[src/rtl/ofdmhc_pkg.sv]
// Package: register map, fields, reset values and encodings of the OFDM header config bank
package ofdmhc_pkg;

	// ****************************************
	// Register indices on the control port
	// ****************************************
	localparam logic [1:0] REG_TX_HEADER_SETUP = 2'h0;
	localparam logic [1:0] REG_RX_HEADER_STATUS = 2'h1;
	localparam logic [1:0] REG_PHY_SETUP = 2'h2;
	localparam logic [1:0] REG_TEST_SWITCHES = 2'h3;

	// ****************************************
	// Reset values
	// ****************************************
	localparam logic [7:0] TX_HEADER_SETUP_RST = 8'h00;
	localparam logic [7:0] RX_HEADER_STATUS_RST = 8'h00;
	localparam logic [7:0] PHY_SETUP_RST = 8'h00;
	localparam logic [7:0] TEST_SWITCHES_RST = 8'h00;

	// Writable bits per register; others are status or reserved
	localparam logic [7:0] TX_HEADER_WMASK = 8'hf7;
	localparam logic [7:0] RX_HEADER_WMASK = 8'h08;
	localparam logic [7:0] PHY_SETUP_WMASK = 8'h3f;
	localparam logic [7:0] TEST_SWITCHES_WMASK = 8'hff;

	// ****************************************
	// Field positions
	// ****************************************
	localparam int HDR_RSV21_POS = 7;
	localparam int HDR_RSV18_POS = 6;
	localparam int HDR_RSV17_POS = 5;
	localparam int HDR_RSV5_POS = 4;
	localparam int SPUR_POS = 3;
	localparam int RXSEED_POS = 6;
	localparam int TXSEED_POS = 4;
	localparam int LOWOFS_POS = 3;
	localparam int INTLV_POS = 2;
	localparam int PTHR_POS = 5;
	localparam int RXOVR_POS = 4;

	// Power step that restarts sync under receiver override, in dB
	localparam int OVERRIDE_STEP_DB = 12;
	localparam logic [7:0] OVERRIDE_STEP = 8'd12;

	// ****************************************
	// Encodings
	// ****************************************
	typedef enum logic [2:0] {
		MCS_BPSK12_REP4 = 3'h0,
		MCS_BPSK12_REP2 = 3'h1,
		MCS_QPSK12_REP2 = 3'h2,
		MCS_QPSK12 = 3'h3,
		MCS_QPSK34 = 3'h4,
		MCS_QAM16_12 = 3'h5,
		MCS_QAM16_34 = 3'h6,
		MCS_UNDEF = 3'h7
	} ofdmhc_mcs_t;

	localparam logic [8:0] SEED_CODE0 = 9'h017;
	localparam logic [8:0] SEED_CODE1 = 9'h177;
	localparam logic [8:0] SEED_CODE2 = 9'h01c;
	localparam logic [8:0] SEED_CODE3 = 9'h17c;

	// Decoded modulation scheme handed to the modem
	typedef struct packed {
		logic [1:0] bitsPerCarrier;
		logic codeRateThreeQuarter;
		logic [2:0] freqRepetition;
	} ofdmhc_scheme_t;

	// Outgoing header fields
	typedef struct packed {
		logic reservedHdrBitTwentyone;
		logic reservedHdrBitEighteen;
		logic reservedHdrBitSeventeen;
		logic reservedHdrBitFive;
		logic [4:0] rateField;
		logic [1:0] scramblerField;
	} ofdmhc_hdr_t;

	// Receive control states
	typedef enum logic [2:0] {
		RX_IDLE = 3'b001,
		RX_FRAME = 3'b010,
		RX_RESTART = 3'b100
	} ofdmhc_rxst_t;

endpackage

[src/rtl/ofdmhc_mcs_decode.sv]
// Module: modulation/coding code to scheme and scrambler seed decoder
`timescale 1ns/1ps
module ofdmhc_mcs_decode
	import ofdmhc_pkg::*;
(
	// Codes
	input wire logic [2:0] modulationCodingCode,
	input wire logic [1:0] seedCode,
	// Decoded
	output ofdmhc_scheme_t scheme,
	output logic [8:0] pnSeed
);

	always_comb begin
		scheme = '0;
		case (ofdmhc_mcs_t'(modulationCodingCode))
			MCS_BPSK12_REP4: begin
				scheme = '{2'd1, 1'b0, 3'd4};
			end
			MCS_BPSK12_REP2: begin
				scheme = '{2'd1, 1'b0, 3'd2};
			end
			MCS_QPSK12_REP2: begin
				scheme = '{2'd2, 1'b0, 3'd2};
			end
			MCS_QPSK12: begin
				scheme = '{2'd2, 1'b0, 3'd1};
			end
			MCS_QPSK34: begin
				scheme = '{2'd2, 1'b1, 3'd1};
			end
			MCS_QAM16_12: begin
				scheme = '{2'd3, 1'b0, 3'd1};
			end
			MCS_QAM16_34: begin
				scheme = '{2'd3, 1'b1, 3'd1};
			end
			default: begin
				// Code 7 has no scheme; report all zero
				scheme = '0;
			end
		endcase
	end

	always_comb begin
		case (seedCode)
			2'h0: pnSeed = SEED_CODE0;
			2'h1: pnSeed = SEED_CODE1;
			2'h2: pnSeed = SEED_CODE2;
			default: pnSeed = SEED_CODE3;
		endcase
	end

endmodule

[src/rtl/ofdmhc_regs.sv]
// Module: OFDM PHY header configuration and status register bank
`timescale 1ns/1ps
// What this block does
// Software-written reserved header bits 21, 18, 17 and 5 go unchanged into the outgoing header.
// The 3-bit transmit code fills the low rate-field bits and the upper rate bits are zero.
// Codes 0 to 6 decode to BPSK/QPSK/16-QAM schemes with their rates and repetitions.
// Receive reserved bits, rate code and seed are loaded at the frame start event.
// The receive status register shows the reserved bits of the last frame, read-only.
// Bit 3 of the receive status register is writable and enables spur compensation.
// The receive code field reports the low three rate bits of the last frame.
// The receive seed field mirrors the received scrambler field and picks the descrambler seed.
// The transmit seed field picks the scrambler seed and fills the outgoing scrambler field.
// Software sets low-offset reception only when the offset is surely below 57.3 kHz.
// The interleave bit chooses a depth of one symbol or of the spreading factor.
// Bandwidth codes 0 to 3 select options 1 to 4, with code 0 the default.
// The 3-bit preamble threshold drives the detector, lower meaning more sensitive.
// With override on during reception, a power rise above 12 dB per symbol restarts sync.
// The override bit is zero for disabled and one for enabled.
// Software does not program the undefined modulation code 7.
module ofdmhc_regs
	import ofdmhc_pkg::*;
(
	// Clock and reset
	input wire logic mclk,
	input wire logic sys_rst,
	// Register access from the control interface
	input wire logic regWrite,
	input wire logic regRead,
	input wire logic [1:0] regAddr,
	input wire logic [7:0] regWdata,
	output logic [7:0] regRdata,
	// Receiver header status, valid with the frame start pulse
	input wire logic rxFrameStartIrq,
	input wire logic [4:0] rxRateField,
	input wire logic [1:0] rxScramblerField,
	input wire logic [3:0] rxReservedBits,
	// Receiver activity and per-symbol power in dB
	input wire logic rxFrameActive,
	input wire logic symbolStrobe,
	input wire logic [7:0] symbolPowerDb,
	// Transmit header and scheme
	output ofdmhc_hdr_t txHeader,
	output ofdmhc_scheme_t txScheme,
	output logic [8:0] txPnSeed,
	// Receive scheme and descrambler seed
	output ofdmhc_scheme_t rxScheme,
	output logic [8:0] rxPnSeed,
	// Modem configuration
	output logic [1:0] bandwidthOption,
	output logic interleaveDepthSelect,
	output logic lowOffsetReception,
	output logic spurCompensationEnable,
	output logic [2:0] preambleThreshold,
	output logic receiverOverrideEnable,
	output logic rxSyncRestart
);

	// ****************************************
	// Register storage
	// ****************************************
	logic [7:0] txHdrSetup_ff;
	logic [7:0] rxHdrStatus_ff;
	logic [7:0] phySetup_ff;
	logic [7:0] testSwitches_ff;
	logic [7:0] regRdata_ff;
	logic [7:0] nxt_rxHdrStatus;
	logic [7:0] nxt_phySetup;
	logic [7:0] nxt_regRdata;

	wire wrTx = regWrite && (regAddr == REG_TX_HEADER_SETUP);
	wire wrRx = regWrite && (regAddr == REG_RX_HEADER_STATUS);
	wire wrPhy = regWrite && (regAddr == REG_PHY_SETUP);
	wire wrSw = regWrite && (regAddr == REG_TEST_SWITCHES);

	wire [7:0] txWrVal = regWdata & TX_HEADER_WMASK;
	wire [7:0] swWrVal = regWdata & TEST_SWITCHES_WMASK;

	// Status bits read-only
	// Writes touch only writable bits; status bits keep their value
	wire [7:0] rxAfterWr = wrRx ?
		((rxHdrStatus_ff & ~RX_HEADER_WMASK) | (regWdata & RX_HEADER_WMASK)) : rxHdrStatus_ff;
	wire [7:0] phyAfterWr = wrPhy ?
		((phySetup_ff & ~PHY_SETUP_WMASK) | (regWdata & PHY_SETUP_WMASK)) : phySetup_ff;

	// Status capture on frame start
	// Capture wins over a software write to the same status bits, which are read-only anyway
	assign nxt_rxHdrStatus = rxFrameStartIrq ?
		{rxReservedBits, rxAfterWr[SPUR_POS], rxRateField[2:0]} : rxAfterWr;
	// Received seed capture
	assign nxt_phySetup = rxFrameStartIrq ?
		{rxScramblerField, phyAfterWr[5:0]} : phyAfterWr;

	always_ff @(posedge mclk) begin
		if (sys_rst) begin
			txHdrSetup_ff <= TX_HEADER_SETUP_RST;
		end else if (wrTx) begin
			txHdrSetup_ff <= txWrVal;
		end
	end

	always_ff @(posedge mclk) begin
		if (sys_rst) begin
			rxHdrStatus_ff <= RX_HEADER_STATUS_RST;
			phySetup_ff <= PHY_SETUP_RST;
		end else begin
			rxHdrStatus_ff <= nxt_rxHdrStatus;
			phySetup_ff <= nxt_phySetup;
		end
	end

	always_ff @(posedge mclk) begin
		if (sys_rst) begin
			testSwitches_ff <= TEST_SWITCHES_RST;
		end else if (wrSw) begin
			testSwitches_ff <= swWrVal;
		end
	end

	// ****************************************
	// Read path, registered one cycle after the read strobe
	// ****************************************
	always_comb begin
		case (regAddr)
			REG_TX_HEADER_SETUP: nxt_regRdata = txHdrSetup_ff;
			REG_RX_HEADER_STATUS: nxt_regRdata = rxHdrStatus_ff;
			REG_PHY_SETUP: nxt_regRdata = phySetup_ff;
			default: nxt_regRdata = testSwitches_ff;
		endcase
	end

	always_ff @(posedge mclk) begin
		if (sys_rst) begin
			regRdata_ff <= 8'h00;
		end else if (regRead) begin
			regRdata_ff <= nxt_regRdata;
		end
	end
	assign regRdata = regRdata_ff;

	// ****************************************
	// Outgoing header and decoders
	// ****************************************
	// Reserved bits into header
	assign txHeader.reservedHdrBitTwentyone = txHdrSetup_ff[HDR_RSV21_POS];
	assign txHeader.reservedHdrBitEighteen = txHdrSetup_ff[HDR_RSV18_POS];
	assign txHeader.reservedHdrBitSeventeen = txHdrSetup_ff[HDR_RSV17_POS];
	assign txHeader.reservedHdrBitFive = txHdrSetup_ff[HDR_RSV5_POS];
	// Rate field zero-extended
	assign txHeader.rateField = {2'b00, txHdrSetup_ff[2:0]};
	// Scrambler field from seed select
	assign txHeader.scramblerField = phySetup_ff[TXSEED_POS +: 2];

	// Transmit code decode
	ofdmhc_mcs_decode u_txDecode (
		.modulationCodingCode(txHdrSetup_ff[2:0]),
		.seedCode(phySetup_ff[TXSEED_POS +: 2]),
		.scheme(txScheme),
		.pnSeed(txPnSeed)
	);

	// Receive code uses the same mapping
	ofdmhc_mcs_decode u_rxDecode (
		.modulationCodingCode(rxHdrStatus_ff[2:0]),
		.seedCode(phySetup_ff[RXSEED_POS +: 2]),
		.scheme(rxScheme),
		.pnSeed(rxPnSeed)
	);

	// Bandwidth option
	assign bandwidthOption = phySetup_ff[1:0];
	// Interleaver depth select
	assign interleaveDepthSelect = phySetup_ff[INTLV_POS];
	assign lowOffsetReception = phySetup_ff[LOWOFS_POS];
	// Spur compensation enable
	assign spurCompensationEnable = rxHdrStatus_ff[SPUR_POS];
	// Detector threshold
	assign preambleThreshold = testSwitches_ff[PTHR_POS +: 3];
	// Override enable bit
	assign receiverOverrideEnable = testSwitches_ff[RXOVR_POS];

	// ****************************************
	// Receiver override monitor
	// ****************************************
	ofdmhc_rxst_t rxState_ff;
	ofdmhc_rxst_t nxt_rxState;
	logic [7:0] lastPower_ff;
	logic havePower_ff;

	// Compared as a 9-bit sum so the threshold cannot wrap past 255
	wire [8:0] powerLimit = {1'b0, lastPower_ff} + {1'b0, OVERRIDE_STEP};
	wire powerJump = symbolStrobe && havePower_ff && ({1'b0, symbolPowerDb} > powerLimit);

	always_comb begin
		nxt_rxState = rxState_ff;
		case (rxState_ff)
			RX_IDLE: begin
				if (rxFrameActive) nxt_rxState = RX_FRAME;
			end
			RX_FRAME: begin
				// Restart on a large power step
				if (!rxFrameActive) nxt_rxState = RX_IDLE;
				else if (receiverOverrideEnable && powerJump) nxt_rxState = RX_RESTART;
			end
			RX_RESTART: begin
				nxt_rxState = RX_IDLE;
			end
			default: begin
				nxt_rxState = RX_IDLE;
			end
		endcase
	end

	always_ff @(posedge mclk) begin
		if (sys_rst) begin
			rxState_ff <= RX_IDLE;
		end else begin
			rxState_ff <= nxt_rxState;
		end
	end

	always_ff @(posedge mclk) begin
		if (sys_rst || rxState_ff != RX_FRAME) begin
			havePower_ff <= 1'b0;
			lastPower_ff <= 8'h00;
		end else if (symbolStrobe) begin
			havePower_ff <= 1'b1;
			lastPower_ff <= symbolPowerDb;
		end
	end

	assign rxSyncRestart = (rxState_ff == RX_RESTART);

	// ****************************************
	// Checks
	// ****************************************
	chk_rx_capture_load: assert property (@(posedge mclk) disable iff (sys_rst)
		rxFrameStartIrq |=> rxHdrStatus_ff[2:0] == $past(rxRateField[2:0])
			&& rxHdrStatus_ff[7:4] == $past(rxReservedBits))
		else $error("receive status not captured at frame start");
	chk_rx_reserved_ro: assert property (@(posedge mclk) disable iff (sys_rst)
		!rxFrameStartIrq |=> $stable(rxHdrStatus_ff[7:4]))
		else $error("receive reserved bits changed without frame start");
	chk_rx_code_ro: assert property (@(posedge mclk) disable iff (sys_rst)
		!rxFrameStartIrq |=> $stable(rxHdrStatus_ff[2:0]))
		else $error("receive code changed without frame start");
	chk_spur_write: assert property (@(posedge mclk) disable iff (sys_rst)
		wrRx |=> spurCompensationEnable == $past(regWdata[SPUR_POS]))
		else $error("spur enable not written");
	chk_rx_seed_load: assert property (@(posedge mclk) disable iff (sys_rst)
		rxFrameStartIrq |=> phySetup_ff[7:6] == $past(rxScramblerField))
		else $error("receive seed not captured");
	chk_tx_rate_upper: assert property (@(posedge mclk) disable iff (sys_rst)
		txHeader.rateField[4:3] == 2'b00 && txHeader.rateField[2:0] == txHdrSetup_ff[2:0])
		else $error("transmit rate field wrong");
	chk_tx_reserved_bits: assert property (@(posedge mclk) disable iff (sys_rst)
		wrTx |=> txHeader.reservedHdrBitFive == $past(regWdata[HDR_RSV5_POS])
			&& txHeader.reservedHdrBitTwentyone == $past(regWdata[HDR_RSV21_POS]))
		else $error("reserved header bits not taken from write");
	chk_tx_seed_zero: assert property (@(posedge mclk) disable iff (sys_rst)
		phySetup_ff[5:4] == 2'h0 |-> txPnSeed == SEED_CODE0)
		else $error("transmit seed 0 wrong");
	chk_override_restart: assert property (@(posedge mclk) disable iff (sys_rst)
		(rxState_ff == RX_FRAME && rxFrameActive && receiverOverrideEnable && powerJump)
			|=> rxSyncRestart ##1 !rxSyncRestart)
		else $error("override restart missing");
	chk_override_off: assert property (@(posedge mclk) disable iff (sys_rst)
		!$past(receiverOverrideEnable) |-> !$rose(rxSyncRestart))
		else $error("restart while override disabled");
	chk_option_map: assert property (@(posedge mclk) disable iff (sys_rst)
		wrPhy |=> bandwidthOption == $past(regWdata[1:0]) || $past(rxFrameStartIrq) == 1'b0
			&& bandwidthOption == $past(regWdata[1:0]))
		else $error("bandwidth option not written");
	chk_tx_rate_write: assert property (@(posedge mclk) disable iff (sys_rst)
		wrTx |=> txHeader.rateField == {2'b00, $past(regWdata[2:0])})
		else $error("transmit rate field not taken from write");
	chk_tx_scheme_top: assert property (@(posedge mclk) disable iff (sys_rst)
		txHdrSetup_ff[2:0] == 3'h6 |-> txScheme.bitsPerCarrier == 2'd3
			&& txScheme.codeRateThreeQuarter && txScheme.freqRepetition == 3'd1)
		else $error("code 6 not decoded as 16-QAM three quarter");
	chk_tx_seed_field: assert property (@(posedge mclk) disable iff (sys_rst)
		wrPhy |=> txHeader.scramblerField == $past(regWdata[TXSEED_POS +: 2]))
		else $error("transmit scrambler field not written");
	chk_rx_seed_map: assert property (@(posedge mclk) disable iff (sys_rst)
		phySetup_ff[RXSEED_POS +: 2] == 2'h1 |-> rxPnSeed == SEED_CODE1)
		else $error("receive seed code 1 wrong");
	chk_interleave_write: assert property (@(posedge mclk) disable iff (sys_rst)
		wrPhy |=> interleaveDepthSelect == $past(regWdata[INTLV_POS]))
		else $error("interleave select not written");
	chk_threshold_write: assert property (@(posedge mclk) disable iff (sys_rst)
		wrSw |=> preambleThreshold == $past(regWdata[PTHR_POS +: 3]))
		else $error("preamble threshold not written");
	chk_override_write: assert property (@(posedge mclk) disable iff (sys_rst)
		wrSw |=> receiverOverrideEnable == $past(regWdata[RXOVR_POS]))
		else $error("override bit not written");
	chk_restart_in_frame: assert property (@(posedge mclk) disable iff (sys_rst)
		rxSyncRestart |-> $past(rxFrameActive) && $past(receiverOverrideEnable))
		else $error("restart outside reception or with override off");

	cov_frame_start: cover property (@(posedge mclk) disable iff (sys_rst) rxFrameStartIrq);
	cov_restart: cover property (@(posedge mclk) disable iff (sys_rst) rxSyncRestart);
	cov_tx_write: cover property (@(posedge mclk) disable iff (sys_rst) wrTx ##1 wrPhy);
	cov_start_write: cover property (@(posedge mclk) disable iff (sys_rst) rxFrameStartIrq && wrRx);

endmodule

[config.mk]
export PLATFORM = sky130hd
export DESIGN_NAME = ofdmhc_regs
export DESIGN_NICKNAME = d
export VERILOG_FILES = /design/src/rtl/ofdmhc_pkg.sv /design/src/rtl/ofdmhc_mcs_decode.sv /design/src/rtl/ofdmhc_regs.sv
export SDC_FILE = /design/constraint.sdc
export NUM_CORES = 1
export LEC_CHECK = 0
export BUFFER_PORTS_ARGS = -buffer_cell sky130_fd_sc_hd__buf_4
export CAP_MARGIN = 10
export CORE_ASPECT_RATIO = 1.4
export CORE_MARGIN = 2
export CORE_UTILIZATION = 25
export CTS_CLUSTER_SIZE = 8
export DETAILED_ROUTE_END_ITERATION = 6
export PLACE_DENSITY_LB_ADDON = 0.2
export RECOVER_POWER = 100
export SLEW_MARGIN = 5
export SYNTH_ARGS = -nofsm -noshare
export SYNTH_HDL_FRONTEND = slang
export SYNTH_SLANG_ARGS = --single-unit
[constraint.sdc]
create_clock -name mclk -period 2.1 [get_ports mclk]
set_clock_uncertainty 0.1 [all_clocks]
set_input_delay 0.105 -clock mclk [delete_from_list [all_inputs] [get_ports mclk]]
set_output_delay 0.105 -clock mclk [all_outputs]
set_load 0.01 [all_outputs]
==> results.ini, run 1 <==
[global_route]
antenna_found_initial = 0
grt_max_degree = 41
busiest_layer = met2
grt-ovfl-total = 0
grt_util_met1_pct = 13.3
grt_pass1_vias = 2053
track_usage_pct = 11.7
grt_first_pass_wirelength_um = 10400
grtUsageMet2_pct = 20.8
grt_use_met3_pct = 3.13

[sta]
max_freq_mhz = 482
grt_setup_unrepaired = true
hold_viol = 0
fin_crit_sh_pct = 98.8
fin_crit_ps = 2070
slew_violations = 0
slew_headroom_pct = 41.8
finalSetupViolCount = 0
final.setup.tns_ps = 0
worstMarginPinSlew_ps = 873
whs_ps = 79.4
setup_slack_ps = 25.1

[worst_setup_path]
crit_required_ps = 2190
critPathMostFrequentCell = o211ai_1
end_kind = register
start_kind = register
max_stage_delay_ps = 340
crit_chain = and3_4 -> o21ai_0 -> xor2_1 -> ha_1 -> o211ai_1 -> a32oi_1 -> o211ai_1 -> nor4b_1
path_buf_inv = 0
cp.arrival_ps = 2160
crit_fanout = 3
cpLargestDelayFamily = compound AO/OA/AOI/OAI gates
slowest_stage = dfxtp_2
path_class = register to register

[logic_synthesis]
netlist_instances = 268
yosysWarningCount = 0
ys_ff_latch = 51
synth_seq_area_share_pct = 39.0
ys_types = 34
syn_area_um2 = 2620
syn_avg_cell_area_um2 = 9.76

[layout]
drive_gt1_share_pct = 18.2
instances_no_fill = 500
fin_util_pct = 34.1
multi_input_area_um2 = 1350
synthToLayoutAreaGrowth_pct = 34.1
nNetsFinal = 407
fillers = 1152
antennaDiodeCount = 0
final_area_um2 = 3510
seq_area_um2 = 1030

[place]
dpl_cell_area_um2 = 3240
dp_slack_ps = -36.3
dp.cells = 463
place.gp.congestion = 0.789
io_buffers = 84
hpwlAfterDp_um = 4850

[cts]
clk_pin_slew_ps = 70
clock_latency_ps = 290
cts_buffers = 5
cts_tree = done
clock_path_buffers = 2
clock_sinks = 51
htreeDepth = 2
cts-root-buf = clkbuf_16

[min_path]
hold_class = primary input to register

[power_and_ir_drop]
p_int_mw = 1.73
clkPwrFrac_pct = 40.2
combPwrFrac_pct = 14.7
power_density_nw_per_um2 = 651
worst_ir_drop_vdd_v = 0.000451
total_power_mw = 2.28
seq_power_share_pct = 45.1
netSwitchingFraction_pct = 24.3
p_switching_uw = 556
p_leak_nw = 1.52

[outcome]
status = complete, no violations

[routing]
vias_per_cell = 4.27
first_pass_iters = 4
drcViolationCount = 0
drt-initial-drc-count = 66
ant_nets = 0
vias = 2136
wl_per_cell_um = 13.4
wl_um = 6700

[job]
maxCapViolCount = 0

[floorplanning]
rows = 44
dieArea_um2 = 11300
io_pins = 95
core_area_um2 = 10300
start_util_pct = 25.4
die_w_um = 90.5
die_h_um = 125

## logic make-up (layout without fill, tap and decap cells)
group	after synthesis	after routing	synth area share, %
buf+inv	46	134	10.6
simple gates	80	80	13.5
compound gates	12	12	3.01
other cells	2	8	0.287
mux	57	57	25.5
flops	51	51	39.0
xor+xnor	11	11	3.68
fa+ha+maj	9	9	4.30
## cell usage after synthesis, drive strengths merged
cell    count  area share (%)
and3        3            0.72
ha          9             4.3
nand3b      2            0.72
buf        31             8.5
mux4        7             6.3
a32oi       1            0.33
clkbuf      8             1.1
o31ai       1            0.29
a22oi       1            0.29
nor2       56             8.0
nand3       2            0.57
xnor2       7             2.3
xor2        4             1.3
a21oi       4            0.77
nor4b       1            0.33
nor3b       2            0.57
mux2i      48              18
o21ai       2            0.38
o211ai      2            0.57
nand4       2            0.48
mux2        2            0.86
o21ba       1            0.38
nand2       6            0.86
inv         7             1.0
nor3        4            0.77
nor2b       2            0.48
conb        2            0.29
dfxtp      51              39
## layout by cell type (no fill, tap or decap), drive strengths merged, types with 3 or more instances in the layout
cell type	instances
dfxtp	51
mux4	7
conb	8
dlygate4sd3	26
ha	9
xor2	4
a21oi	4
xnor2	7
and3	3
nand2	6
mux2i	48
nor2	56
clkbuf	65
buf	34
nor3	4
inv	7
## per-layer routing
metal	part of all wire [%]	wire, µm
met3	4.9	328
met2	51	3420
met5	0	0
met4	1.7	111
met1	42	2840
## worst register-to-register path, stage by stage, from the launching register on
cell      delay, ps
dfxtp_2         340
and3_4          180
o21ai_0         100
xor2_1          160
ha_1            320
o211ai_1        110
a32oi_1         190
o211ai_1        130
nor4b_1         320
## power groups by stage
stage          sequential, mW  combinational, mW  clock, mW
6_report                 1.03              0.336      0.918
3_3_place_gp             1.05              0.335          0
4_1_cts                  1.03              0.380      0.959
2_1_floorplan            1.05              0.213          0
5_1_grt                  1.04              0.371      0.988
3_5_place_dp             1.05              0.338          0
## state kept, by name, indices dropped and copies added (netlist names)
name / cells
lastPower_ff: 8
phySetup_ff: 8
regRdata: 8
txHdrSetup_ff: 7
testSwitches_ff: 8
havePower_ff: 1
rxState_ff: 3
rxHdrStatus_ff: 8
## area by class of cell
class	instances	share of cell area [%]
Sequential cell	51	29.2
Multi-Input combinational cell	177	38.6
Tap cell	138	4.92
Inverter	7	0.749
Clock inverter	2	1.07
Clock buffer	5	3.57
Timing Repair Buffer	120	21.9
## timing repair
| action | 4_1_cts | 5_1_grt |
|---|---|---|
| setup endpoints to repair | 1 | 2 |
| setup buffers | 2 | 2 |
| endpoints found under the hold margin | 40 | 0 |
| gates resized for setup | 2 | 10 |
| hold buffers | 26 | 0 |
| pin swaps | 6 | 7 |
## worst paths after layout
check | start | to | slack, ps | depth (start not counted)
setup / recovery | lastPower_ff[5] | rxState_ff[2] | 30 | 8
hold / removal | symbolStrobe | havePower_ff | 80 | 3
setup reg to reg | lastPower_ff[5] | rxState_ff[2] | 30 | 8
hold reg to reg | havePower_ff | havePower_ff | 380 | 2
(Power assumes the default switching activity.)
==> inputs of run 2 (changes only) <==
--- a/config.mk
+++ b/config.mk
@@ -5,6 +5,7 @@
 export SDC_FILE = /design/constraint.sdc
 export NUM_CORES = 1
 export LEC_CHECK = 0
+export ABC_CLOCK_PERIOD_IN_PS = 1900
 export BUFFER_PORTS_ARGS = -buffer_cell sky130_fd_sc_hd__buf_4
 export CAP_MARGIN = 10
 export CORE_ASPECT_RATIO = 1.4
==> constraint.sdc (replaced) <==
create_clock -name mclk -period 1.9 [get_ports mclk]
set_clock_uncertainty 0.1 [all_clocks]
set_input_delay 0.095 -clock mclk [delete_from_list [all_inputs] [get_ports mclk]]
set_output_delay 0.095 -clock mclk [all_outputs]
set_load 0.01 [all_outputs]
==> run 2 against run 1 <==
  * The flow now finishes with violations (negative setup slack)
  * Global-route usage shrank 0.054 points
  * Total power grew 5.6%
  * Combinational power grew 8.9%
  * First-iteration DRC count is the same
  * Register-to-register slack lost 97 ps
  * Cell count is the same
  * Routed wire length shrank 1.4%
  * Cell area shrank 0.61%
==> results.ini, run 2 (synthesis gave the netlist of run 1 again) <==
[sta]
slew_headroom_pct = 40.1
worstMarginPinSlew_ps = 899
hold_viol = 0
finalSetupViolCount = 2
slew_violations = 0
final.setup.tns_ps = -84.1
max_freq_mhz = 507
fin_crit_sh_pct = 104
whs_ps = 63.3
grt_setup_unrepaired = true
setup_slack_ps = -72.3
fin_crit_ps = 1970

[worst_setup_path]
timing.reg2reg.setup_slack_ps = -70
cp.depth = 10
reg2reg_from = lastPower_ff[2]
max_stage_delay_ps = 330
r2r_end = rxState_ff[2]
slowest_stage = dfxtp_2
end_kind = register
crit_required_ps = 2000
path_buf_inv = 2
path_class = register to register
cp.arrival_ps = 2070
cpLargestDelayFamily = adder cells
rr_worst_depth = 10
crit_chain = inv_2 -> ha_4 -> inv_2 -> and3_4 -> xnor2_1 -> ha_1 -> o211ai_1 -> a32oi_1 -> o211ai_1 -> nor4b_1
crit_fanout = 3
start_kind = register

[power_and_ir_drop]
p_leak_nw = 1.50
seq_power_share_pct = 47.2
netSwitchingFraction_pct = 26.0
power_density_nw_per_um2 = 692
clkPwrFrac_pct = 37.6
worst_ir_drop_vdd_v = 0.000327
total_power_mw = 2.41
combPwrFrac_pct = 15.2
p_int_mw = 1.79
p_switching_uw = 628

[layout]
final_area_um2 = 3490
final_cell_mix = nor2_1, clkbuf_1, mux2i_1, dfxtp_1, buf_4
nNetsFinal = 406
drive_gt1_share_pct = 18.2
antennaDiodeCount = 0
final_common_cell = nor2_1
synthToLayoutAreaGrowth_pct = 33.3
fillers = 1148

[global_route]
grt_max_degree = 41
grt-ovfl-total = 0
grt_pass1_vias = 2043
antenna_found_initial = 0
grt_first_pass_wirelength_um = 10400
track_usage_pct = 11.6

[floorplanning]
die_h_um = 125
core_area_um2 = 10300
rows = 44
start_util_pct = 25.4
dieArea_um2 = 11300
die_w_um = 90.5
io_pins = 95

[routing]
ant_nets = 0
wl_per_cell_um = 13.2
first_pass_iters = 4
wl_um = 6600
drcViolationCount = 0
drt-initial-drc-count = 66
vias = 2105
vias_per_cell = 4.21

[cts]
clk_pin_slew_ps = 70
clock_path_buffers = 2
cts_tree = done
cts_buffers = 5
clock_sinks = 51
cts-root-buf = clkbuf_16
clock_latency_ps = 300
htreeDepth = 2

[outcome]
violations = negative setup slack
status = complete, but fails checks

[min_path]
hold_class = primary input to register
hp-start = symbolStrobe
worstHoldPathCells = 3
holdPathEnd = havePower_ff

[place]
hpwlAfterDp_um = 4850
dpl_cell_area_um2 = 3280
io_buffers = 84
dp_slack_ps = -112
place.gp.congestion = 0.773

[job]
maxCapViolCount = 0

[run 2: worst min-delay path, cell delays in order]
cell    delay, ps
buf_4         190
nor2_1         70
nor2_1         70
[run 2: timing repair]
item | in CTS | in global routing
endpoints found under the setup margin | 2 | 2
hold buffers | 26 | 0
resized for setup | 4 | 2
pin swaps | 9 | 2
endpoints found under the hold margin | 41 | 0
buffers inserted | 0 | 0
[run 2: layer usage]
layer	up-vias	global-route usage (%)	routed length [µm]
li1	1067	-	-
met1	969	13.2	2640
met2	61	21.0	3530
met3	8	2.59	329
met4	0	4.34	100
met5	-	0	0
[run 2: metrics by stage]
step | instances | utilization (%)
6_report | 500 | 33.9
5_1_grt | 500 | 33.9
4_1_cts | 500 | 35.9
3_5_place_dp | 466 | 31.8
3_3_place_gp | 466 | 31.8
2_1_floorplan | 274 | -
[run 2: power groups by stage]
stage | sequential [mW] | combinational (mW) | clock (mW)
global route | 1.15 | 0.404 | 0.985
floorplan | 1.16 | 0.236 | 0
CTS | 1.14 | 0.417 | 0.946
finish | 1.14 | 0.366 | 0.907
global placement | 1.17 | 0.371 | 0
detailed placement | 1.17 | 0.373 | 0
[run 2: worst max path at each step]
| stage | endpoint | start | slack [ps] |
|---|---|---|---|
| 2_1_floorplan | rxState_ff[2] | lastPower_ff[3] | 0.4 |
| 3_3_place_gp | rxState_ff[2] | lastPower_ff[3] | -70 |
| 3_5_place_dp | rxState_ff[2] | lastPower_ff[3] | -110 |
| 4_1_cts | rxState_ff[2] | lastPower_ff[2] | -100 |
| 5_1_grt | rxState_ff[2] | lastPower_ff[2] | -180 |
| 6_report | rxState_ff[2] | lastPower_ff[2] | -70 |
[run 2: cell type report]
type / instances / area, µm² / area share (%)
multi-input combinational: 177 / 1360 / 39.0
sequential: 51 / 1020 / 29.4
timing repair buffer: 119 / 753 / 21.6
tap: 138 / 173 / 4.95
clock buffer: 5 / 125 / 3.59
inverter: 7 / 26.3 / 0.753
clock inverter: 3 / 23.8 / 0.682
